## config.mk

```make
export PLATFORM = sky130hd
export DESIGN_NAME = eeac_top
export DESIGN_NICKNAME = d
export VERILOG_FILES = /design/src/design/eeac_pkg.sv /design/src/design/eeac_timer.sv /design/src/design/eeac_top.sv
export SDC_FILE = /design/constraint.sdc
export NUM_CORES = 1
export LEC_CHECK = 0
export ABC_AREA = 1
export BUFFER_PORTS_ARGS = -buffer_cell sky130_fd_sc_hd__buf_4
export CELL_PAD_IN_SITES_DETAIL_PLACEMENT = 1
export CELL_PAD_IN_SITES_GLOBAL_PLACEMENT = 1
export CORE_ASPECT_RATIO = 1.4
export CORE_UTILIZATION = 37
export DETAILED_ROUTE_END_ITERATION = 8
export PLACE_DENSITY = 0.93
export SYNTH_ARGS = -nofsm -noshare
export SYNTH_HDL_FRONTEND = slang
export SYNTH_SLANG_ARGS = --single-unit
```

## constraint.sdc

```tcl
create_clock -name I_CLK_SYS -period 2.7 [get_ports I_CLK_SYS]
set_input_delay 0.54 -clock I_CLK_SYS [delete_from_list [all_inputs] [get_ports I_CLK_SYS]]
set_output_delay 0.54 -clock I_CLK_SYS [all_outputs]
set_load 0.005 [all_outputs]
```

## src/design/eeac_pkg.sv

```systemverilog
// package: register map, field layout and timing constants for the eeprom access block
`default_nettype none
package eeac_pkg;
  // register byte offsets, one 32-bit word each
  localparam logic [3:0] OFS_CONTROL = 4'h0;
  localparam logic [3:0] OFS_ADDRESS = 4'h4;
  localparam logic [3:0] OFS_DATA = 4'h8;
  localparam logic [3:0] OFS_CORE = 4'hc;
  // control field positions
  localparam int BIT_READ = 0;
  localparam int BIT_PROG = 1;
  localparam int BIT_MASTER = 2;
  localparam int BIT_RIE = 3;
  localparam int BIT_MODE_LO = 4;
  localparam int BIT_MODE_HI = 5;
  // core register field positions
  localparam int BIT_GIE = 0;
  localparam int BIT_SELFPRG = 1;
  // reset values
  localparam logic [1:0] RST_MODE = 2'h0;
  localparam logic [11:0] RST_ADDR = 12'h000;
  localparam logic [7:0] RST_DATA = 8'h00;
  // timing
  localparam int CLK_MHZ = 250;
  localparam int ARM_CYCLES = 4;
  localparam int WSTALL_CYCLES = 2;
  localparam int RSTALL_CYCLES = 4;
  localparam int RC_WRITE_CYCLES = 26368;
  localparam int T_ATOMIC_US = 3400;
  localparam int T_SPLIT_US = 1800;
  localparam int T_TYP_WRITE_US = 3300;
  // rc ticks for the atomic and split (erase, write) modes, scaled from the typical write time
  localparam int RC_ATOMIC = (RC_WRITE_CYCLES * T_ATOMIC_US) / T_TYP_WRITE_US;
  localparam int RC_SPLIT = (RC_WRITE_CYCLES * T_SPLIT_US) / T_TYP_WRITE_US;
  // programming modes
  typedef enum logic [1:0]
  {
    EEAC_ATOMIC = 2'b00,
    EEAC_ERASE = 2'b01,
    EEAC_WRITE = 2'b10,
    EEAC_RSVD = 2'b11
  } eeac_mode_t;
  // array command bundle
  typedef struct packed
  {
    logic [11:0] addr;
    logic [7:0] wdata;
    eeac_mode_t mode;
  } eeac_cmd_t;
endpackage
`default_nettype wire

```

## src/design/eeac_timer.sv

```systemverilog
// programming timer counting calibrated rc oscillator ticks
`default_nettype none
module eeac_timer
(
  input wire logic i_clk,
  input wire logic i_rst,
  input wire logic i_start,
  input wire logic [15:0] i_len,
  input wire logic i_tick,
  output logic o_busy,
  output logic o_done
);
  logic [15:0] cnt_ff;
  logic busy_ff;
  logic done_ff;
  // reset is ignored while busy so a write runs to completion
  always_ff @(posedge i_clk)
  begin
    done_ff <= 1'b0;
    if (busy_ff)
    begin
      if (i_tick)
      begin
        if (cnt_ff <= 16'h0001)
        begin
          busy_ff <= 1'b0;
          done_ff <= 1'b1;
          cnt_ff <= 16'h0000;
        end
        else
        begin
          cnt_ff <= cnt_ff - 16'h0001;
        end
      end
    end
    else if (i_rst)
    begin
      busy_ff <= 1'b0;
      cnt_ff <= 16'h0000;
    end
    else if (i_start)
    begin
      busy_ff <= 1'b1;
      cnt_ff <= i_len;
    end
  end
  assign o_busy = busy_ff;
  assign o_done = done_ff;
endmodule
`default_nettype wire

```

## src/design/eeac_top.sv

```systemverilog
// eeprom access control: avalon-mm registers, arming, timing, stalls and array port
//
// The Avalon-MM slave port and the register addresses were chosen for this implementation.
`default_nettype none
module eeac_top
(
  // clock and reset
  input wire logic I_CLK_SYS,
  input wire logic I_RST,
  // avalon-mm slave
  input wire logic [3:0] I_AVS_ADDRESS,
  input wire logic I_AVS_READ,
  input wire logic I_AVS_WRITE,
  input wire logic [31:0] I_AVS_WRITEDATA,
  input wire logic [3:0] I_AVS_BYTEENABLE,
  output logic [31:0] O_AVS_READDATA,
  output logic O_AVS_WAITREQUEST,
  // calibrated rc oscillator, asynchronous level
  input wire logic I_RC_OSC,
  // array port
  output eeac_pkg::eeac_cmd_t O_ARR_CMD,
  output logic O_ARR_PROG,
  output logic O_ARR_READ,
  input wire logic [7:0] I_ARR_RDATA,
  // core side
  output logic O_CPU_STALL,
  output logic O_READY_IRQ
);
  logic rc_s1_ff;
  logic rc_s2_ff;
  logic rc_s3_ff;
  logic rc_tick;
  logic [1:0] mode_ff;
  logic rie_ff;
  logic master_ff;
  logic [2:0] arm_cnt_ff;
  logic prog_ff;
  logic [11:0] addr_ff;
  logic [7:0] data_ff;
  logic gie_ff;
  logic selfprg_ff;
  logic ack_ff;
  logic wait_ff;
  logic [31:0] rdata_ff;
  logic [2:0] stall_cnt_ff;
  logic stall_ff;
  logic irq_ff;
  logic arr_prog_ff;
  logic arr_read_ff;
  logic rd_pend_ff;
  logic busy;
  logic done;
  logic start;
  logic [15:0] len;
  logic wr_ctl;
  logic wr_adr;
  logic wr_dat;
  logic wr_core;
  logic [7:0] wb;
  logic [31:0] nxt_rdata;

  // two flops on the rc pin, then an edge detect on synchronised copies only
  always_ff @(posedge I_CLK_SYS)
  begin
    rc_s1_ff <= I_RC_OSC;
    rc_s2_ff <= rc_s1_ff;
    rc_s3_ff <= rc_s2_ff;
  end
  assign rc_tick = rc_s2_ff && !rc_s3_ff;

  // one-cycle accept: waitrequest drops for a single edge per request
  assign wb = I_AVS_WRITEDATA[7:0];
  assign wr_ctl = I_AVS_WRITE && !ack_ff && I_AVS_BYTEENABLE[0] && I_AVS_ADDRESS == eeac_pkg::OFS_CONTROL;
  assign wr_adr = I_AVS_WRITE && !ack_ff && I_AVS_ADDRESS == eeac_pkg::OFS_ADDRESS;
  assign wr_dat = I_AVS_WRITE && !ack_ff && I_AVS_BYTEENABLE[0] && I_AVS_ADDRESS == eeac_pkg::OFS_DATA;
  assign wr_core = I_AVS_WRITE && !ack_ff && I_AVS_BYTEENABLE[0] && I_AVS_ADDRESS == eeac_pkg::OFS_CORE;

  // waitrequest high until the slave has latched the request
  always_ff @(posedge I_CLK_SYS)
  begin
    if (I_RST)
    begin
      ack_ff <= 1'b0;
      wait_ff <= 1'b1;
    end
    else
    begin
      ack_ff <= (I_AVS_READ || I_AVS_WRITE) && !ack_ff;
      wait_ff <= !((I_AVS_READ || I_AVS_WRITE) && !ack_ff); // registered copy keeps the pin off logic
    end
  end
  assign O_AVS_WAITREQUEST = wait_ff;

  // programming mode field
  always_ff @(posedge I_CLK_SYS)
  begin
    if (I_RST)
    begin
      if (!busy)
      begin
        mode_ff <= eeac_pkg::RST_MODE;
      end
    end
    else if (wr_ctl && !prog_ff)
    begin
      mode_ff <= wb[eeac_pkg::BIT_MODE_HI:eeac_pkg::BIT_MODE_LO];
    end
  end

  // ready interrupt enable and core-status bits
  always_ff @(posedge I_CLK_SYS)
  begin
    if (I_RST)
    begin
      rie_ff <= 1'b0;
      gie_ff <= 1'b0;
      selfprg_ff <= 1'b0;
    end
    else
    begin
      if (wr_ctl)
      begin
        rie_ff <= wb[eeac_pkg::BIT_RIE];
      end
      if (wr_core)
      begin
        gie_ff <= wb[eeac_pkg::BIT_GIE];
        selfprg_ff <= wb[eeac_pkg::BIT_SELFPRG];
      end
    end
  end

  // arming window: master enable lives for four cycles then clears itself
  always_ff @(posedge I_CLK_SYS)
  begin
    if (I_RST)
    begin
      master_ff <= 1'b0;
      arm_cnt_ff <= 3'h0;
    end
    else if (wr_ctl && wb[eeac_pkg::BIT_MASTER] && !wb[eeac_pkg::BIT_PROG])
    begin
      master_ff <= 1'b1;
      arm_cnt_ff <= 3'(eeac_pkg::ARM_CYCLES);
    end
    else if (master_ff)
    begin
      if (arm_cnt_ff == 3'h1)
      begin
        master_ff <= 1'b0;
      end
      arm_cnt_ff <= arm_cnt_ff - 3'h1;
    end
  end

  // start needs a live arm; a flash self-write in progress does not block it, it only drops the array pulse (software should check)
  assign start = wr_ctl && wb[eeac_pkg::BIT_PROG] && master_ff && !prog_ff && !busy;

  // mode selects the timer length
  always_comb
  begin
    case (eeac_pkg::eeac_mode_t'(mode_ff))
      eeac_pkg::EEAC_ATOMIC: len = 16'(eeac_pkg::RC_ATOMIC);
      eeac_pkg::EEAC_ERASE: len = 16'(eeac_pkg::RC_SPLIT);
      eeac_pkg::EEAC_WRITE: len = 16'(eeac_pkg::RC_SPLIT);
      default: len = 16'(eeac_pkg::RC_WRITE_CYCLES);
    endcase
  end

  eeac_timer u_timer
  (
    .i_clk(I_CLK_SYS),
    .i_rst(I_RST),
    .i_start(start),
    .i_len(len),
    .i_tick(rc_tick),
    .o_busy(busy),
    .o_done(done)
  );

  // program enable set at start, cleared by hardware at time-out
  always_ff @(posedge I_CLK_SYS)
  begin
    if (done)
    begin
      prog_ff <= 1'b0;
    end
    else if (I_RST && !busy)
    begin
      prog_ff <= 1'b0;
    end
    else if (start)
    begin
      prog_ff <= 1'b1;
    end
    else if (busy)
    begin
      prog_ff <= 1'b1;
    end
  end

  // address register frozen during a write, reset included; data register frozen only against bus writes
  always_ff @(posedge I_CLK_SYS)
  begin
    if (I_RST && !busy)
    begin
      addr_ff <= eeac_pkg::RST_ADDR;
    end
    else if (wr_adr && !prog_ff)
    begin
      if (I_AVS_BYTEENABLE[0])
      begin
        addr_ff[7:0] <= I_AVS_WRITEDATA[7:0];
      end
      if (I_AVS_BYTEENABLE[1])
      begin
        addr_ff[11:8] <= I_AVS_WRITEDATA[11:8];
      end
    end
  end

  // array read returns the next cycle; data register takes it then
  always_ff @(posedge I_CLK_SYS)
  begin
    if (I_RST)
    begin
      data_ff <= eeac_pkg::RST_DATA;
      rd_pend_ff <= 1'b0;
    end
    else
    begin
      rd_pend_ff <= arr_read_ff;
      if (rd_pend_ff)
      begin
        data_ff <= I_ARR_RDATA;
      end
      else if (wr_dat && !prog_ff)
      begin
        data_ff <= wb;
      end
    end
  end

  // array strobes
  always_ff @(posedge I_CLK_SYS)
  begin
    if (I_RST)
    begin
      arr_prog_ff <= 1'b0;
      arr_read_ff <= 1'b0;
    end
    else
    begin
      arr_prog_ff <= start && !selfprg_ff;
      arr_read_ff <= wr_ctl && wb[eeac_pkg::BIT_READ] && !prog_ff;
    end
  end
  assign O_ARR_PROG = arr_prog_ff;
  assign O_ARR_READ = arr_read_ff;
  assign O_ARR_CMD = '{addr: addr_ff, wdata: data_ff, mode: eeac_pkg::eeac_mode_t'(mode_ff)};

  // core stall: two cycles after a write start, four after a read
  always_ff @(posedge I_CLK_SYS)
  begin
    if (I_RST)
    begin
      stall_cnt_ff <= 3'h0;
      stall_ff <= 1'b0;
    end
    else if (start)
    begin
      stall_cnt_ff <= 3'(eeac_pkg::WSTALL_CYCLES - 1);
      stall_ff <= 1'b1;
    end
    else if (wr_ctl && wb[eeac_pkg::BIT_READ] && !prog_ff)
    begin
      stall_cnt_ff <= 3'(eeac_pkg::RSTALL_CYCLES - 1);
      stall_ff <= 1'b1;
    end
    else if (stall_cnt_ff != 3'h0)
    begin
      stall_cnt_ff <= stall_cnt_ff - 3'h1;
    end
    else
    begin
      stall_ff <= 1'b0;
    end
  end
  assign O_CPU_STALL = stall_ff;

  // level ready request, gated by both enables
  always_ff @(posedge I_CLK_SYS)
  begin
    if (I_RST)
    begin
      irq_ff <= 1'b0;
    end
    else
    begin
      irq_ff <= rie_ff && gie_ff && !prog_ff;
    end
  end
  assign O_READY_IRQ = irq_ff;

  // read mux; strobe bit reads zero, unmapped words read zero
  always_comb
  begin
    nxt_rdata = 32'h0000_0000;
    case (I_AVS_ADDRESS)
      eeac_pkg::OFS_CONTROL: nxt_rdata[7:0] = {2'b00, mode_ff, rie_ff, master_ff, prog_ff, 1'b0};
      eeac_pkg::OFS_ADDRESS: nxt_rdata[11:0] = addr_ff;
      eeac_pkg::OFS_DATA: nxt_rdata[7:0] = data_ff;
      eeac_pkg::OFS_CORE: nxt_rdata[1:0] = {selfprg_ff, gie_ff};
      default: nxt_rdata = 32'h0000_0000;
    endcase
  end
  always_ff @(posedge I_CLK_SYS)
  begin
    if (I_RST)
    begin
      rdata_ff <= 32'h0000_0000;
    end
    else if (I_AVS_READ && !ack_ff)
    begin
      rdata_ff <= nxt_rdata;
    end
  end
  assign O_AVS_READDATA = rdata_ff;
endmodule
`default_nettype wire

```

==> flow_metrics.py <==
metrics = {
    "logic_synthesis": {
        "synthXorXnorAreaFrac_pct": 2.340,
        "yosys.area_share.simple_pct": 29.18,
        "syn_area_um2": 3744,
        "synth-async-reset-ratio_pct": 0,
        "synth_top_area_share_pct": 29.41,
        "synth_top_family_by_area": "simple AND/OR/NAND/NOR gates",
        "ys.flop_type": "dfxtp_1",
        "ys_types": 31,
        "synthMuxAreaShare_pct": 0,
        "yosys-top-cells-area": "dfxtp_1 29%, edfxtp_1 14%, nand2_1 13%",
        "syn_inst": 502,
        "syn_area_per_cell_um2": 7.457,
        "synth_edf_count": 18,
        "yosysSeqAreaShare_pct": 43.85,
        "yosys.area.top_type": "dfxtp_1",
        "synth_compound_area_share_pct": 10.43,
        "ys_seq_elements": 73,
        "synth_fa_ha_area_share_pct": 2.674,
        "ys_warn_count": 0,
    },
    "clock_tree": {
        "cts_max_level": 3,
        "clock_path_buffers": 2,
        "clkSlewWorstSetupHoldPaths_ns": 0.06,
        "cts_buffers": 9,
        "cts_setup_buffers": 0,
        "ctsHoldBuffers": 0,
        "cts_sinks": 73,
        "cts-root-buf": "clkbuf_16",
        "clkLatencyLatePin_ns": 0.34,
        "cts_resized": 0,
        "cts_tree": "built",
    },
    "place": {
        "dp_hpwl_mm": 8.626,
        "io_buffers": 69,
        "place.gp.congestion": 0.8442,
        "dpl_cell_area_um2": 4329,
    },
    "critical_path": {
        "start_kind": "primary input",
        "cpMaxStageDelayCell": "nor2_8",
        "critPathMaxFanout": 17,
        "cp-end-kind": "flip-flop",
        "cp_num_buf_inv": 2,
        "crit_type": "in -> reg",
        "crit_arrival_ns": 1.94,
        "crit_cells": 7,
        "critical_path.cell_chain": "buf_4, nor2_8, nand3_1, nor2_1, nand3_2, o21ai_1, buf_4",
        "critPathMaxStageDelay_ns": 0.27,
        "cp_common_cell": "buf_4",
        "cp_data_required_time_ns": 2.73,
        "cp_top_family": "simple AND/OR/NAND/NOR gates",
        "reg2regPathDepth": 6,
    },
    "final_layout": {
        "nFillCells": 1241,
        "synthToLayoutAreaGrowth_pct": 24.16,
        "diodes": 0,
        "fin_nets": 636,
        "layout-drive-gt1-share_pct": 20.00,
        "fin_area_um2": 4648,
    },
    "hold_path": {
        "holdPathStages": 1,
        "hp-class": "in -> reg",
    },
    "drt": {
        "post-route-drc-count": 0,
        "vias": 3510,
        "drtIter0Drc": 151,
        "wirelength_mm": 11.21,
        "antenna_left": 0,
        "wl_per_cell_um": 15.68,
        "viasPerCell": 4.909,
        "dr.pass1.iters": 4,
    },
    "grt": {
        "grt_antenna_before_repair": 0,
        "track_usage_pct": 22.68,
        "grt_pass1_wl_mm": 18.08,
        "grt_max_degree": 27,
        "grt_pass1_vias": 3742,
        "globalRouteOverflowTotal": 0,
    },
    "floorplan": {
        "io_pins": 112,
        "die_y_um": 121.0,
        "die_x_um": 87.01,
        "start_util_pct": 38.02,
        "dieArea_um2": 10530,
        "design.core.area_um2": 9846,
        "row_count": 43,
    },
    "power": {
        "p_per_area_nw_per_um2": 590.7,
        "p_total_mw": 2.746,
        "peakVddDrop_mv": 0.3227,
        "leakage_nw": 2.145,
    },
    "sta": {
        "slew_headroom_pct": 55.93,
        "fin_crit_ns": 1.915,
        "setup-violations-final": 0,
        "tightest_slew_ns": 0.6602,
        "grt_setup_unrepaired": "no",
        "hold_viol_final": 0,
        "post-route-period-util_pct": 70.92,
        "final.setup.tns_ns": 0,
        "holdWs_ns": 0.3065,
        "skew_ns": 0.005313,
        "finalMaxSlewViolations": 0,
        "max_freq_mhz": 522.2,
    },
    "job": {
        "max_cap_viol_count": 0,
    },
    "run_status": {
        "outcome": "completed",
    },
}
[routing by layer]
layer	GRT usage [%]	up-vias	share of wire (%)
met2	42.32	86	55
met5	0	-	0
met4	13.85	0	4.2
met3	3.197	30	2.7
li1	-	1702	-
met1	23.30	1692	38
[stage by stage]
stage,setup slack [ns],std cells,utilization (%)
final,0.7852,715,47.21
after global routing,0.6462,715,47.21
after CTS,0.8124,715,47.21
after detailed placement,0.5250,699,43.97
after global placement,0.5597,699,43.97
after floorplan,0.3169,521,-
[where the power goes]
| part | switching, mW | total (mW) | internal [mW] |
|---|---|---|---|
| registers | 0.0235 | 1.18 | 1.16 |
| logic | 0.180 | 0.290 | 0.110 |
| clock network | 0.464 | 1.27 | 0.808 |
| total | 0.668 | 2.75 | 2.08 |
[flip-flops by register name (all words and copies together), names as in the netlist, 2 cells and up]
| name | cells |
|---|---|
| O_AVS_READDATA | 12 |
| data_ff | 8 |
| stall_cnt_ff | 3 |
| u_timer.cnt_ff | 16 |
| arm_cnt_ff | 3 |
| mode_ff | 2 |
| addr_ff | 12 |
[synthesized netlist by cell type (4+ instances only)]
master / count
a21oi_1: 31
buf_4: 20
clkbuf_1: 5
dfxtp_1: 55
edfxtp_1: 18
ha_1: 8
inv_1: 59
nand2_1: 125
nand2_2: 5
nand3_1: 34
nor2_1: 57
nor2_2: 4
nor3_1: 4
o21ai_0: 35
xnor2_1: 5
xor2_1: 5
[worst reg2reg max path: cells and delay by family (launching register included)]
family          cells  cell delay [ns]
simple gates        2             0.42
buf+inv             3             0.64
compound gates      1             0.12
flops               1             0.36
[cells in the final DEF, fill, tap and decap left out, types with 8 or more instances in the layout]
cell type / count
nand2_1: 125
buf_4: 72
inv_1: 59
nor2_1: 57
dfxtp_1: 55
nand3_1: 34
o21ai_0: 34
a21oi_1: 31
conb_1: 20
edfxtp_1: 18
clkbuf_16: 9
ha_1: 8
[logic make-up after synthesis]
| logic type | Yosys count |
|---|---|
| AOI/OAI and AO/OA | 74 |
| xor gates and xnor gates | 10 |
| adders and majority gates | 8 |
| buffers and inverters | 91 |
| DFF | 73 |
| other | 1 |
| and+or+nand+nor | 245 |
[worst paths after layout]
check	start	end	slack [ns]
setup / recovery	I_AVS_ADDRESS[1]	u_timer.cnt_ff[11]	0.79
hold / removal	I_RC_OSC	rc_s1_ff	0.31
setup reg to reg	prog_ff	u_timer.cnt_ff[11]	0.85
hold reg to reg	rc_s1_ff	rc_s2_ff	0.33
[layout make-up]
type                            count  area, µm²  share of cell area (%)
Clock inverter                      7      93.84                   2.019
Sequential cell                    73       1642                   35.32
Clock buffer                        9      225.2                   4.845
Tap cell                          135      168.9                   3.634
Multi-Input combinational cell    357       1745                   37.55
Inverter                           62      232.7                   5.007
Timing Repair Buffer               72      540.5                   11.63
No activity file was read; power rests on OpenSTA's default activity.
